**src/rtl/spd_pkg.sv**
```systemverilog
// shared constants and types for the single-precision legality decoder
package spd_pkg;

   // ==========================================================
   // field widths
   localparam int REG_NUM_W = 5;
   localparam int MISC_OPC_W = 4;
   localparam int OPTION_W = 4;
   localparam int SELECT_W = 2;
   localparam int REG_FIELDS = 3;

   // ==========================================================
   // register file shape
   localparam logic [REG_NUM_W-1:0] DREG_LAST = 5'h0F;
   localparam logic SIXTEEN_DREG_VARIANT = 1'b1;
   localparam logic DOUBLE_PREC_SUPPORTED = 1'b0;

   // ==========================================================
   // encoding forms, as a mask: bit 0 first form, bit 1 second form
   localparam int FORM_W = 2;
   localparam logic [FORM_W-1:0] FORM_FIRST = 2'h1;
   localparam logic [FORM_W-1:0] FORM_SECOND = 2'h2;
   localparam logic [FORM_W-1:0] FORM_BOTH = 2'h3;

   // ==========================================================
   // move selector patterns: value and care mask
   localparam logic [3:0] MOVE_SEL_VALUE = 4'h0;
   localparam logic [3:0] MOVE_SEL_CARE = 4'hB;
   localparam logic MOVE_UNSIGNED_VALUE = 1'b0;

   // ==========================================================
   // miscellaneous system opcodes
   localparam logic [MISC_OPC_W-1:0] OPC_CLEAR_EXCLUSIVE = 4'h2;
   localparam logic [MISC_OPC_W-1:0] OPC_DATA_SYNC = 4'h4;
   localparam logic [MISC_OPC_W-1:0] OPC_MEMORY_ORDER = 4'h5;
   localparam logic [MISC_OPC_W-1:0] OPC_INSTR_SYNC = 4'h6;
   localparam logic [OPTION_W-1:0] OPTION_FULL_SYSTEM = 4'hF;

   // ==========================================================
   // reset values
   localparam logic [OPTION_W-1:0] OPTION_RESET = 4'h0;

   typedef enum logic [1:0] {
      CLASS_OTHER,
      CLASS_FLOAT,
      CLASS_MISC_SYSTEM
   } spd_class_t;

   // floating-point families as identified by fetch
   typedef enum logic [5:0] {
      FP_ABSOLUTE, FP_ADD, FP_COMPARE, FP_CONVERT_INT, FP_CONVERT_FIXED,
      FP_CONVERT_DIRECTED, FP_CONVERT_HALF, FP_DIVIDE, FP_FUSED_MAC, FP_FUSED_NEG_MAC,
      FP_LOAD_MULTI, FP_LOAD_SINGLE, FP_MAX_MIN, FP_MUL_ACCUMULATE, FP_MOVE_IMMEDIATE,
      FP_MOVE_REGISTER, FP_MOVE_GPR_TO_SCALAR, FP_MOVE_SCALAR_TO_GPR, FP_MOVE_GPR_SINGLE,
      FP_MOVE_GPR_PAIR_SINGLES, FP_MOVE_GPR_PAIR_DOUBLE, FP_READ_STATUS, FP_WRITE_STATUS,
      FP_MULTIPLY, FP_NEGATE, FP_NEG_MULTIPLY, FP_POP, FP_PUSH, FP_ROUND_DIRECTED,
      FP_ROUND_EXACT, FP_ROUND_ZERO, FP_SELECT_COND, FP_SQUARE_ROOT, FP_STORE_MULTI,
      FP_STORE_SINGLE, FP_SUBTRACT, FP_UNLISTED
   } spd_fp_op_t;

   // what goes to execute
   typedef enum logic [2:0] {
      ISSUE_NONE,
      ISSUE_PASS,
      ISSUE_FLOAT,
      ISSUE_CLEAR_EXCLUSIVE,
      ISSUE_DATA_SYNC,
      ISSUE_MEMORY_ORDER,
      ISSUE_INSTR_SYNC
   } spd_issue_t;

endpackage

```
**src/rtl/spd_legality_decoder.sv**
```systemverilog
// legality check and classification of fetched instructions for a single-precision core
`timescale 1ns/1ps
`default_nettype none

// ==========================================================
// Overview of operation
// - double-precision operations are rejected; only single-precision arithmetic is accepted.
// - exactly sixteen doubleword registers exist, numbered zero to fifteen.
// - any doubleword register operand above fifteen makes the encoding undefined.
// - only listed floating encodings are accepted; anything else is not implemented.
// - integer-to-float conversion and its rounded variant need size bit zero.
// - float/fixed conversion only in first form with size bit zero.
// - multiply-accumulate and multiply-subtract, second form, need size bit zero.
// - directed round-to-integral operations need size bit zero.
// - conditional selects accepted in first form only with size bit zero.
// - general register to scalar move needs selector fields matching 0x00.
// - scalar to general register move needs unsigned flag clear and selectors matching 0x00.
// - general register to single register move accepted in first form unless a flagged doubleword register is above fifteen.
// - register pair to single pair move accepted in first form unless a flagged doubleword register is above fifteen.
// - register pair to doubleword move accepted in first form unless a flagged doubleword register is above fifteen.
// - misc opcode 0010 clear, 0100 data sync, 0101 order, 0110 instr sync.
// - memory order barrier option is four bits, full system is all ones.
module spd_legality_decoder (
   // clock and reset
   input wire logic core_clk,
   input wire logic rst,
   // instruction from fetch
   input wire logic instrValid,
   input wire spd_pkg::spd_class_t instrClass,
   input wire spd_pkg::spd_fp_op_t fpOp,
   input wire logic [spd_pkg::FORM_W-1:0] encForm,
   input wire logic size_bit,
   input wire logic unsignedFlag,
   input wire logic [spd_pkg::SELECT_W-1:0] first_select_field,
   input wire logic [spd_pkg::SELECT_W-1:0] second_select_field,
   input wire logic [spd_pkg::REG_FIELDS*spd_pkg::REG_NUM_W-1:0] regNums,
   input wire logic [spd_pkg::REG_FIELDS-1:0] regIsDouble,
   input wire logic [spd_pkg::MISC_OPC_W-1:0] miscOpcode,
   input wire logic [spd_pkg::OPTION_W-1:0] barrierOption,
   // toward execute
   output logic issueValid,
   output spd_pkg::spd_issue_t issueOp,
   output logic [spd_pkg::OPTION_W-1:0] issueOption,
   output logic fullSystemBarrier,
   output logic undefExc,
   // static capability
   output logic sixteen_dreg_variant,
   output logic doublePrecSupported
);
   import spd_pkg::*;

   // ==========================================================
   // helpers
   // fetch hands over the form as a mask, so a form test is a plain and
   function automatic logic formIn(input logic [FORM_W-1:0] form, input logic [FORM_W-1:0] allowed);
      formIn = (form & allowed) != 2'h0;
   endfunction

   function automatic logic selectMatch(input logic [SELECT_W-1:0] a, input logic [SELECT_W-1:0] b);
      selectMatch = (({a, b} & MOVE_SEL_CARE) == MOVE_SEL_VALUE);
   endfunction

   // ==========================================================
   // floating legality
   logic fpAccept;
   logic regOutOfRange;
   logic single;
   integer i;

   // range check runs on every flagged field, moves included, so a high register never slips through
   always_comb begin
      single = (size_bit == 1'b0);
      regOutOfRange = 1'b0;
      for (i = 0; i < REG_FIELDS; i = i + 1) begin
         // only sixteen doubleword registers exist
         if (regIsDouble[i] && (regNums[i*REG_NUM_W +: REG_NUM_W] > DREG_LAST)) begin
            regOutOfRange = 1'b1;
         end
      end
      case (fpOp)
         FP_ABSOLUTE, FP_ADD, FP_FUSED_MAC, FP_MAX_MIN, FP_MOVE_IMMEDIATE, FP_MOVE_REGISTER,
         FP_MULTIPLY, FP_NEGATE: begin
            fpAccept = formIn(encForm, FORM_SECOND) && single;
         end
         FP_COMPARE, FP_NEG_MULTIPLY: begin
            fpAccept = formIn(encForm, FORM_BOTH) && single;
         end
         FP_CONVERT_INT: begin
            fpAccept = formIn(encForm, FORM_FIRST) && single;
         end
         FP_CONVERT_FIXED: begin
            fpAccept = formIn(encForm, FORM_FIRST) && single;
         end
         FP_MUL_ACCUMULATE: begin
            fpAccept = formIn(encForm, FORM_SECOND) && single;
         end
         FP_ROUND_DIRECTED: begin
            fpAccept = formIn(encForm, FORM_FIRST) && single;
         end
         FP_SELECT_COND: begin
            fpAccept = formIn(encForm, FORM_FIRST) && single;
         end
         FP_CONVERT_DIRECTED, FP_CONVERT_HALF, FP_DIVIDE, FP_FUSED_NEG_MAC, FP_ROUND_EXACT,
         FP_ROUND_ZERO, FP_SQUARE_ROOT, FP_SUBTRACT: begin
            fpAccept = formIn(encForm, FORM_FIRST) && single;
         end
         FP_MOVE_GPR_TO_SCALAR: begin
            fpAccept = formIn(encForm, FORM_FIRST)
                       && selectMatch(first_select_field, second_select_field);
         end
         FP_MOVE_SCALAR_TO_GPR: begin
            fpAccept = formIn(encForm, FORM_FIRST) && (unsignedFlag == MOVE_UNSIGNED_VALUE)
                       && selectMatch(first_select_field, second_select_field);
         end
         FP_MOVE_GPR_SINGLE: begin
            fpAccept = formIn(encForm, FORM_FIRST);
         end
         FP_MOVE_GPR_PAIR_SINGLES: begin
            fpAccept = formIn(encForm, FORM_FIRST);
         end
         FP_MOVE_GPR_PAIR_DOUBLE: begin
            fpAccept = formIn(encForm, FORM_FIRST);
         end
         FP_READ_STATUS, FP_WRITE_STATUS: begin
            fpAccept = formIn(encForm, FORM_FIRST);
         end
         FP_LOAD_MULTI, FP_LOAD_SINGLE, FP_POP, FP_PUSH, FP_STORE_MULTI, FP_STORE_SINGLE: begin
            fpAccept = formIn(encForm, FORM_BOTH);
         end
         default: begin
            fpAccept = 1'b0;
         end
      endcase
      if (regOutOfRange) begin
         fpAccept = 1'b0;
      end
   end

   // ==========================================================
   // miscellaneous system class
   spd_issue_t miscOp;

   // option rides along on every allocated op; execute ignores it where unused
   always_comb begin
      case (miscOpcode)
         OPC_CLEAR_EXCLUSIVE: miscOp = ISSUE_CLEAR_EXCLUSIVE;
         OPC_DATA_SYNC: miscOp = ISSUE_DATA_SYNC;
         OPC_MEMORY_ORDER: miscOp = ISSUE_MEMORY_ORDER;
         OPC_INSTR_SYNC: miscOp = ISSUE_INSTR_SYNC;
         default: miscOp = ISSUE_NONE;
      endcase
   end

   // ==========================================================
   // issue stage
   // one register stage so accept and exception leave together, never skewed
   logic next_issueValid;
   spd_issue_t next_issueOp;
   logic [OPTION_W-1:0] next_issueOption;
   logic next_fullSystemBarrier;
   logic next_undefExc;

   always_comb begin
      next_issueValid = 1'b0;
      next_issueOp = ISSUE_NONE;
      next_issueOption = OPTION_RESET;
      next_fullSystemBarrier = 1'b0;
      next_undefExc = 1'b0;
      if (instrValid) begin
         case (instrClass)
            CLASS_FLOAT: begin
               next_issueValid = fpAccept;
               next_issueOp = fpAccept ? ISSUE_FLOAT : ISSUE_NONE;
               next_undefExc = !fpAccept;
            end
            CLASS_MISC_SYSTEM: begin
               next_issueValid = (miscOp != ISSUE_NONE);
               next_issueOp = miscOp;
               next_undefExc = (miscOp == ISSUE_NONE);
               if (miscOp != ISSUE_NONE) begin
                  next_issueOption = barrierOption;
               end
               if (miscOp == ISSUE_MEMORY_ORDER) begin
                  next_fullSystemBarrier = (barrierOption == OPTION_FULL_SYSTEM);
               end
            end
            default: begin
               // other classes are decoded elsewhere; pass through untouched
               next_issueValid = 1'b1;
               next_issueOp = ISSUE_PASS;
            end
         endcase
      end
   end

   // outputs clear on reset so execute never sees a stale issue
   always_ff @(posedge core_clk) begin
      if (rst) begin
         issueValid <= 1'b0;
         issueOp <= ISSUE_NONE;
         issueOption <= OPTION_RESET;
         fullSystemBarrier <= 1'b0;
         undefExc <= 1'b0;
      end else begin
         issueValid <= next_issueValid;
         issueOp <= next_issueOp;
         issueOption <= next_issueOption;
         fullSystemBarrier <= next_fullSystemBarrier;
         undefExc <= next_undefExc;
      end
   end

   // ==========================================================
   // capability flags
   assign sixteen_dreg_variant = SIXTEEN_DREG_VARIANT;
   assign doublePrecSupported = DOUBLE_PREC_SUPPORTED;

endmodule

`default_nettype wire

```
**config.mk**
```make
export PLATFORM = sky130hd
export DESIGN_NAME = spd_legality_decoder
export DESIGN_NICKNAME = d
export VERILOG_FILES = /design/src/rtl/spd_pkg.sv /design/src/rtl/spd_legality_decoder.sv
export SDC_FILE = /design/constraint.sdc
export NUM_CORES = 1
export LEC_CHECK = 0
export ABC_CLOCK_PERIOD_IN_PS = 3800
export BUFFER_PORTS_ARGS = -buffer_cell sky130_fd_sc_hd__buf_2
export CORE_MARGIN = 5
export CORE_UTILIZATION = 40
export CTS_CLUSTER_DIAMETER = 60
export DETAILED_ROUTE_END_ITERATION = 10
export GPL_TIMING_DRIVEN = 0
export PLACE_DENSITY_LB_ADDON = 0.2
export SLEW_MARGIN = 20
export SYNTH_ARGS = -nofsm -noshare
export SYNTH_HDL_FRONTEND = slang
export SYNTH_SLANG_ARGS = --single-unit
```
**constraint.sdc**
```tcl
create_clock -name core_clk -period 3.8 [get_ports core_clk]
set_input_delay 0.76 -clock core_clk [delete_from_list [all_inputs] [get_ports core_clk]]
set_output_delay 0.76 -clock core_clk [all_outputs]
set_load 0.01 [all_outputs]
```
Word level (Yosys, flattened, before mapping). Cells that the tools add are included.

Flip-flop bits (word level): 10. Output and inout port bits: 12.

$lt $le $gt $ge: 3. Equal/unequal tests: 43. Mux-type cells: 10. Bitwise gates (word level): 6. Reductions and logical operators: 23.

Operators with widths (number): $eq 6x5->1 const B (16); $eq 6x4->1 const B (8); $eq 6x3->1 const B (4); $eq 6x6->1 const B (4); $gt 5x4->1 const B (3); $eq 4x3->1 const B (3); $eq 6x2->1 const B (2); $pmux 3 s4 (1); $reduce_or 12->1 (1); $logic_and 1x1->1 (9); $reduce_or 9->1 (1); $reduce_or 4->1 (2); $pmux 1 s7 (1); $eq 6x1->1 const B (1); $logic_not 6->1 (1); $not 1->1 (6); $pmux 3 s2 (1); $reduce_or 6->1 (1); $reduce_or 5->1 (1); $eq 4x2->1 const B (1); $eq 4x4->1 const B (1); $logic_not 4->1 (1); $mux 1 (4); $pmux 1 s2 (2); 9 further kinds (10).

Depth between registers and ports, before layout. Gate-level depths: netlist of run 1.

Depth in word-level cells: 8. Gate-level depth with buffers: 7. Gate-level depth less buffers: 7.

Worst setup path before layout of run 1. OpenSTA, ideal clock, no wires.

Path type: in2reg. From: input port fpOp[2]. To: register undefExc. Library setup time: 0.114 ns. Data arrival time: 1.909 ns. Required time: 3.686 ns. Path slack: 1.777 ns. Stages on the path: 7. Cell sequence: buf_4 > nor4_2 > o21bai_1 > a31o_1 > a211oi_2 > o21ai_2 > a21o_1.

Word-level cells in the longest chain between the ends: 6.

RTL lines: start: declaration (RTL line spd_legality_decoder.sv:30) `input wire spd_pkg::spd_fp_op_t fpOp,`; $eq 6x3->1 (tied with other cells) (RTL line spd_legality_decoder.sv:80) `case (fpOp)`; $reduce_or 12->1 (no line) (tied with other cells); $pmux 1 s7 * (RTL line spd_legality_decoder.sv:80); $mux 1 * (RTL line spd_legality_decoder.sv:134) `if (regOutOfRange) begin`; $logic_not 1->1 * (RTL line spd_legality_decoder.sv:174) `next_undefExc = !fpAccept;`; $pmux 1 s2 * (RTL line spd_legality_decoder.sv:170) `case (instrClass)`; end signal: assignment (RTL line spd_legality_decoder.sv:209) `undefExc <= next_undefExc;`; end: declaration (RTL line spd_legality_decoder.sv:45) `output logic undefExc,`.

Every way passes the cells marked *; elsewhere a longest branch is shown, timed or not. A chain may end at the register's enable or synchronous reset.

Final worst setup path of run 1.
From: input port fpOp[3]. To: register undefExc.

The elaborated chain is that of the path after synthesis.

==> results of run 1 <==
==> metrics by stage <==
step,instance area (um^2),utilization,setup WS (ns),hold WS [ns]
CTS,1040,0.581,1.83,0.698
finish,1040,0.581,1.80,0.705
floorplan,768,-,1.78,0.882
global route,1040,0.581,1.70,0.706
global placement,1000,0.561,1.54,0.982
detailed placement,1000,0.561,1.54,0.985
==> final timing paths <==
check             slack, ns  depth (start not counted)                         to
setup / recovery       1.80                          8        undefExc$_SDFF_PP0_
hold / removal         0.70                          2  issueOption[0]$_SDFF_PP0_
==> state kept, by name, indices dropped and copies added (netlist names) <==
name / cells
issueOption: 4
issueOp: 3
fullSystemBarrier: 1
issueValid: 1
undefExc: 1
==> cell families (layout without fill, tap and decap cells) <==
family,count (synthesis),after routing,synth area share
adders and majority gates,2,2,0.0326
AOI/OAI and AO/OA,22,22,0.217
and+or+nand+nor,52,52,0.394
other,2,2,0.00978
buffers and inverters,11,55,0.0863
DFF,10,10,0.261
==> area by class of cell <==
cell class,count,area [um^2]
Fill cell,179,747
Sequential cell,10,200
Timing Repair Buffer,40,200
Buffer,8,55.1
Clock buffer,4,36.3
Inverter,3,11.3
Tap cell,25,31.3
Multi-Input combinational cell,78,502
==> placed cells by master (no fill, tap or decap), drive strengths merged, types with 2 or more instances in the layout <==
cell,instances
ha,2
or2,2
nor4b,2
a21o,2
nor2,10
and4b,2
and2,4
dfxtp,10
nor4,2
nor3,4
nand3,2
a211oi,3
a21oi,5
inv,3
clkbuf,5
conb,2
o21ai,3
nor2b,7
nand2,8
nand2b,2
buf,47
==> power breakdown <==
group	switching (mW)	internal, mW
combinational	0.0343	0.0330
sequential	0.000385	0.107
clock	0.0378	0.0583
==> per-layer routing <==
metal,vias up,GRT usage,part of all wire
met5,-,0,0
met4,0,0.0766,0.021
met3,5,0.0609,0.15
met2,57,0.232,0.43
met1,373,0.180,0.40
li1,438,-,-
==> critical path, stage by stage <==
cell	delay, ns
buf_2	0.13
buf_4	0.17
nand2b_1	0.16
nor3b_1	0.30
nand3b_1	0.14
a211oi_2	0.23
o21ai_2	0.11
a21o_1	0.17
==> metrics.md, run 1 <==
| Metric | Value |
|---|---|
| Final wirelength | between 1500 and 2000 um |
| Longest Clk Path Bufs | 2 |
| Critical Path End Type | flop |
| Clk slew on worst S/H paths | 0.06 ns |
| Layout area overhead | 34.9% |
| Gr usage total | 0.151 |
| # DRC | 0 |
| I/O Buffers | 40 |
| Leak | 0.499 nW |
| DR iter-0 viols | 16 |
| CP arrival | 2.17 ns |
| Largest net degree at the start of global routing | 11 |
| Hold path start | barrierOption[0] |
| PD cells | roughly 260 mW/mm^2 |
| Tmin final | roughly 2 ns |
| Chip width | between 50 and 60 um |
| Share of layout cells above drive strength 1 | 0.406 |
| Resized Gates After CTS | 0 |
| Commonest cells in the synthesized netlist | dfxtp_1, nor2_1, nand2_1, nor2b_1, a21oi_1 |
| Antenna violations before repair | 0 |
| Largest area contributor in the netlist | dfxtp_1 |
| Placed wire-length estimate | between 1500 and 2000 um |
| Setup crit start | fpOp[3] |
| TritonCTS buffer count | 3 |
| # rows | 15 |
| First-pass GRT wire length | approximately 3100 um |
| Synth Cell Area | slightly below 800 um^2 |
| Req. time, crit path | around 4.0 ns |
| Synth warn | 0 |
| Chip height | roughly 54 um |
| Clock Sinks | 10 |
| First-pass DRT Iterations | 4 |
| # placed instances | 164 |
| Max-slew violation count | 0 |
| Async SR Flop Fraction | 0 |
| RSZ-0062 raised after global routing | no |
| Post-synth top flop | dfxtp_1 |
| Post-route ant nets | 0 |
| Core footprint | about 0.0018 mm^2 |
| Max-cap violations | 0 |
| Setup TNS | 0 ns |
| Gate Count Post-Synth | 99 |
| I/O Pins | 57 |
| WS Path Type | input pin to flop |
| Critical path launch point type | input pin |
| Register area share after synthesis | 0.261 |
| Number of flops mapped to enable cells by yosys | 0 |
| Setup violations, final | 0 |
| Post-Synthesis Mean Instance Area | roughly 7.8 um^2 |
| Nets | 191 |
| Antenna Cells | 0 |
| # Post-CTS Setup Buffers | 0 |
| Top post-synthesis cells by area | dfxtp_1, nor2b_1, nor2_1 |
| Peak VDD IR | between 0.0001 and 0.00015 V |
| Final Hold Fails | 0 |
| CTS tree | built |
| Post-CTS Hold Buffers | 0 |
| Post-synth top area share | 0.261 |
| Final Total Pwr | between 0.2 and 0.3 mW |
| Syn_nets | 146 |
| Via count | about 870 |
| Routed len/inst | 11.6 um |
| Vias per inst | between 5 and 6 |
| GPL Wtd Cong | between 0.8 and 0.9 |
| Clock root buffer master | clkbuf_4 |
| CP Max Fanout | 10 |
| Status | finished, final reports clean |
| Htree depth | 1 |
| Final period utilization | 0.526 |
| Global route overflow | 0 |
| Die Area | approximately 0.0029 mm^2 |
| Worst hold path type | input pin to flop |
| Yosys cell types | 45 |
| Number of synthesized register bits | 10 |
| Fin cells | about 170 |
| Initial Util | 0.431 |
| Highest clock rate | roughly 500 MHz |
| Vias in the first global route | 782 |
Note: power is estimated with default switching activity, not from simulation.
==> run 2: changes to the inputs <==
ABC_CLOCK_PERIOD_IN_PS = 1800   (was 3800)
CORE_UTILIZATION = 35   (was 40)
clock period = 1.8 ns   (was 3.8 ns; I/O delays follow)
==> metrics.md, run 2 (synthesis gave the netlist of run 1 again) <==
| Metric | Value |
|---|---|
| Max reg flops | 4 (unchanged) |
| CP Max Fanout | 10 (unchanged) |
| Longest Clk Path Bufs | 2 (unchanged) |
| Finished Core Util | 0.484 (was 0.581) |
| # placed instances | 167 (was 164) |
| CTS tree | built (unchanged) |
| Layout area overhead | 35.3% (was 34.9%) |
| I/O Buffers | 40 (unchanged) |
| Chip width | 56.9 um (was 53.8 um) |
| Finished Cell Area | 0.00104 mm^2 (about the same) |
| Global route overflow | 0 (unchanged) |
| I/O Pins | 57 (unchanged) |
| Regs by FF count | issueOption: 4 flops, issueOp: 3 flops (unchanged) |
| # DRC | 0 (unchanged) |
| Nets | 191 (unchanged) |
| Post-route ant nets | 0 (unchanged) |
| Seq. cell area | 200 um^2 (unchanged) |
| Final wirelength | 1880 um (was 1960 um) |
| Antenna violations before repair | 0 (unchanged) |
| Critical path launch point type | input pin (unchanged) |
| Req. time, crit path | 1.96 ns (was 3.97 ns) |
| Placed Area | 0.00100 mm^2 (was 1000 um^2) |
| Clock root buffer master | clkbuf_4 (unchanged) |
| WL met1 | 804 um (was 783 um) |
| Fin cells | 171 (was 168) |
| Final period utilization | 0.880 |
| First-pass DRT Iterations | 6 (was 4) |
| Clock Sinks | 10 (unchanged) |
| # Post-CTS Setup Buffers | 0 (unchanged) |
| Status | finished, final reports clean (unchanged) |
| Largest Register | issueOption (unchanged) |
| Setup TNS | 0 ns (unchanged) |
| DR iter-0 viols | 26 (was 16) |
| # rows | 17 (was 15) |
| Setup violations, final | 0 (unchanged) |
| Top Layer Used | met4 (unchanged) |
| Via count | 854 (was 873) |
| Vias per inst | 4.99 (was 5.20) |
| Worst hold path type | input pin to flop (unchanged) |
| GPL Wtd Cong | 0.820 (was 0.826) |
| Antenna Cells | 0 (unchanged) |
| Tmin final | between 1.5 and 2 ns |
| Met2 routed wirelength | 871 um (was 839 um) |
| Gr usage total | 0.115 (was 0.151) |
| Routed len/inst | 11.0 um (was 11.6 um) |
| Placed wire-length estimate | 1580 um (about the same) |
| Post-CTS Hold Buffers | 0 (unchanged) |
| Highest clock rate | roughly 630 MHz |
| TritonCTS buffer count | 3 (unchanged) |
| Resized Gates After CTS | 0 (unchanged) |
| Clk slew on worst S/H paths | 0.06 ns (about the same) |
| Die Area | 0.00323 mm^2 (was 0.00290 mm^2) |
| Filler cells | 228 (was 179) |
| Chip height | 56.9 um (was 53.8 um) |
| Core footprint | 0.00215 mm^2 (was 0.00178 mm^2) |
| RSZ-0062 raised after global routing | no (unchanged) |
| Peak VDD IR | 0.000341 V (was 0.000138 V) |
| Most frequent cells in the layout | buf_2, nor2_1, dfxtp_1 (unchanged) |
| Met3 wire len | 168 um (was 290 um) |
| Largest net degree at the start of global routing | 11 (unchanged) |
| First-pass GRT wire length | 3000 um (was 3150 um) |
| WS Path Type | input pin to flop (unchanged) |
| Area of the multi-input gates | 502 um^2 (unchanged) |
| Commonest non-fill, non-tap cell in the layout | buf_2 (unchanged) |
| Max-cap violations | 0 (unchanged) |
| Critical Path End Type | flop (unchanged) |
| Htree depth | 1 (unchanged) |
| Final Hold Fails | 0 (unchanged) |
| Worst hold slack | 0.313 ns (was 0.705 ns) |
| Max-slew violation count | 0 (unchanged) |
| PD cells | 540 mW/mm^2 (was 261 mW/mm^2) |
| Initial Util | 0.358 (was 0.431) |
| Share of layout cells above drive strength 1 | 0.406 (unchanged) |
| Vias in the first global route | 728 (was 782) |
| CP arrival | 1.74 ns (was 2.17 ns) |
| Leak | 0.499 nW (unchanged) |
-- run 2: through the flow --
step | worst slack (ns) | power [mW]
finish | 0.217 | 0.561
global route | 0.0658 | 0.588
CTS | 0.208 | 0.565
detailed placement | -0.0631 | 0.372
global placement | -0.0581 | 0.370
floorplan | 0.177 | 0.316
-- run 2: layer usage --
layer / global-route usage / up-vias
met3: 0.0207 / 4
met2: 0.175 / 37
met4: 0.0695 / 0
met5: 0 / -
met1: 0.149 / 374
li1: - / 439
-- run 2: area by class of cell --
type	count	area share
well taps	28	0.0337
plain buffers	8	0.0529
clock buffers	4	0.0349
repair buffers	40	0.193
inverters	3	0.0108
flip-flops and latches	10	0.193
multi-input cells	78	0.483
-- run 2: worst max-delay path, cell delays in order --
cell and delay, ns:
buf_2 0.13, buf_4 0.17, nand2b_1 0.16, nor3b_1 0.28, nand3b_1 0.13, a211oi_2 0.21
o21ai_2 0.11, a21o_1 0.18
-- run 2: worst paths after layout --
check | from | endpoint | slack (ns) | depth (start not counted)
worst max-delay path | fpOp[3] | undefExc$_SDFF_PP0_ | 0.22 | 8
worst min-delay path | barrierOption[0] | issueOption[0]$_SDFF_PP0_ | 0.31 | 2
-- run 2: where the power goes --
group	switching [mW]	internal [mW]
clock network	0.0709	0.123
registers	0.00109	0.225
logic	0.0718	0.0697
==> run 3: changes to the inputs <==
CORE_MARGIN = 2   (was 5)
REMOVE_ABC_BUFFERS = 1   (was not set)
SLEW_MARGIN = not set   (was 20)
==> metrics.md, run 3 (synthesis gave the netlist of run 1 again) <==
| Metric | Value |
|---|---|
| Status | finished, final reports clean (unchanged) |
| Resized Gates After CTS | 0 (unchanged) |
| Antenna violations before repair | 0 (unchanged) |
| CP max stage delay | 0.36 ns (was 0.28 ns) |
| Nets | 184 (was 191) |
| Tmin final | 1.67 ns (was 1.58 ns) |
| Share of layout cells above drive strength 1 | 0.378 (was 0.406) |
| Worst hold path type | input pin to flop (unchanged) |
| Max-cap violations | 0 (unchanged) |
| DR iter-0 viols | 21 (was 26) |
| Critical Path End Type | flop (unchanged) |
| Via count | 831 (was 854) |
| Setup crit start | fpOp[3] (unchanged) |
| Die Area | 0.00259 mm^2 (was 0.00323 mm^2) |
| WP depth | 7 (was 8) |
| WS Path Type | input pin to flop (unchanged) |
| # DRC | 0 (unchanged) |
| Clock Power Share | 0.282 (was 0.345) |
| Final period utilization | 0.929 (was 0.880) |
| CP Max Fanout | 15 (was 10) |
| Highest clock rate | 598 MHz (was 632 MHz) |
| CP Buf/Inv Count | 1 (was 2) |
| Worst hold slack | 0.326 ns (was 0.313 ns) |
| GPL Wtd Cong | 0.779 (was 0.820) |
| Placed wire-length estimate | 1370 um (was 1580 um) |
| CP arrival | 1.82 ns (was 1.74 ns) |
| Hold path start | barrierOption[0] (unchanged) |
| Post-route ant nets | 0 (unchanged) |
| Sw Pwr | 0.133 mW (was 0.144 mW) |
| Critical path launch point type | input pin (unchanged) |
| Chip height | 50.9 um (was 56.9 um) |
| # Post-CTS Setup Buffers | 0 (unchanged) |
| Layout area overhead | 26.9% (was 35.3%) |
| I/O Buffers | 41 (was 40) |
| Largest Register | issueOption (unchanged) |
| Post-CTS Hold Buffers | 0 (unchanged) |
| Sw frac | 0.269 (was 0.256) |
| CP delay by family, top | compound AO/OA/AOI/OAI gates (was simple AND/OR/NAND/NOR gates) |
| Antenna Cells | 0 (unchanged) |
| Max reg flops | 4 (unchanged) |
| # rows | 16 (was 17) |
| Htree depth | 1 (unchanged) |
| Initial Util | 0.380 (was 0.358) |
| Regs by FF count | issueOption: 4 flops, issueOp: 3 flops (unchanged) |
| M1 GR Usage | 0.165 (was 0.149) |
| Sequential share of power | 0.456 (was 0.403) |
| Leak | 0.461 nW (was 0.499 nW) |
| Vias per inst | 5.13 (was 4.99) |
| Global route overflow | 0 (unchanged) |
| Commonest non-fill, non-tap cell in the layout | buf_2 (unchanged) |
| Crit-path cells | buf_2, or2_0, or3_1, a211oi_1, a41o_2, o21ai_2, a21o_1 (was buf_2, buf_4, nand2b_1, nor3b_1, nand3b_1, a211oi_2, o21ai_2, a21o_1) |
| Clock root buffer master | clkbuf_4 (unchanged) |
| Peak VDD IR | 0.000208 V (was 0.000341 V) |
| Met3 usage | 0.0234 (was 0.0207) |
| Max-slew violation count | 0 (unchanged) |
| Req. time, crit path | 1.95 ns (was 1.96 ns) |
| Setup violations, final | 0 (unchanged) |
| Gr usage total | 0.141 (was 0.115) |
| CTS tree | built (unchanged) |
| GRT busiest layer | met2 (unchanged) |
| First-pass GRT wire length | 2900 um (was 3000 um) |
| Finished Core Util | 0.482 (was 0.484) |
| Met2 usage | 0.243 (was 0.175) |
| PD cells | 509 mW/mm^2 (was 540 mW/mm^2) |
| Internal | 0.363 mW (was 0.418 mW) |
| RSZ-0062 raised after global routing | no (unchanged) |
| Longest Clk Path Bufs | 2 (unchanged) |
| TritonCTS buffer count | 3 (unchanged) |
| Core footprint | 0.00202 mm^2 (was 0.00215 mm^2) |
| First-pass DRT Iterations | 5 (was 6) |
| Chip width | 50.9 um (was 56.9 um) |
| Slowest cell on crit path | or3_1 (was nor3b_1) |
| Power share of the combinational group | 0.262 (was 0.252) |
| Vias in the first global route | 762 (was 728) |
| I/O Pins | 57 (unchanged) |
| Filler cells | 215 (was 228) |
| Clock Sinks | 10 (unchanged) |
| Largest net degree at the start of global routing | 16 (was 11) |
| Final Hold Fails | 0 (unchanged) |
| Worst setup endpoint | undefExc$_SDFF_PP0_ (unchanged) |
| Clk slew on worst S/H paths | 0.06 ns (about the same) |
| Routed len/inst | 10.4 um (was 11.0 um) |
| Final wirelength | 1690 um (was 1880 um) |
| Most frequent cells in the layout | buf_2, nor2_1, dfxtp_1 (unchanged) |
## run 3: cell types whose count changed in the layout (fill, tap and decap cells not counted), sizes merged
cell / previous run / this run
buf: 47 / 41
clkbuf: 5 / 3
## run 3: routing by layer
metal  share of wire  vias up
li1                -      425
met1            0.43      364
met2            0.48       38
met3           0.082        4
met4           0.013        0
met5               0        -
## run 3: metrics by stage
stage / power [mW] / TNS, ns / cells / worst slack, ns / cell area (um^2)
after floorplan: 0.294 / 0 / 91 / 0.200 / 713
after global placement: 0.357 / -0.251 / 159 / -0.120 / 952
after detailed placement: 0.360 / -0.266 / 159 / -0.124 / 952
after CTS: 0.503 / 0 / 162 / 0.136 / 975
after global routing: 0.529 / 0 / 162 / 0.0418 / 975
final: 0.496 / 0 / 162 / 0.128 / 975
## run 3: final cells by class
cell class,instances,area [um^2],area share
multi-input combinational,78,502,0.515
timing repair buffer,41,205,0.211
sequential,10,200,0.205
tap,27,33.8,0.0347
clock buffer,3,22.5,0.0231
inverter,3,11.3,0.0116
## run 3: worst min path at each step
| stage | to | slack, ns | cells past startpoint |
|---|---|---|---|
| 5_1_grt | issueOption[2]$_SDFF_PP0_ | 0.33 | 2 |
| 3_5_place_dp | issueOption[0]$_SDFF_PP0_ | 0.58 | 2 |
| 2_1_floorplan | issueOption[0]$_SDFF_PP0_ | 0.48 | 1 |
| 4_1_cts | issueOption[0]$_SDFF_PP0_ | 0.32 | 2 |
| 6_report | issueOption[0]$_SDFF_PP0_ | 0.33 | 2 |
| 3_3_place_gp | issueOption[0]$_SDFF_PP0_ | 0.58 | 2 |
## run 3: power by group through the flow
stage	clock network [mW]	logic [mW]	registers (mW)
finish	0.140	0.130	0.226
global route	0.157	0.146	0.226
CTS	0.147	0.130	0.226
detailed placement	0	0.129	0.231
global placement	0	0.126	0.231
floorplan	0	0.0602	0.234
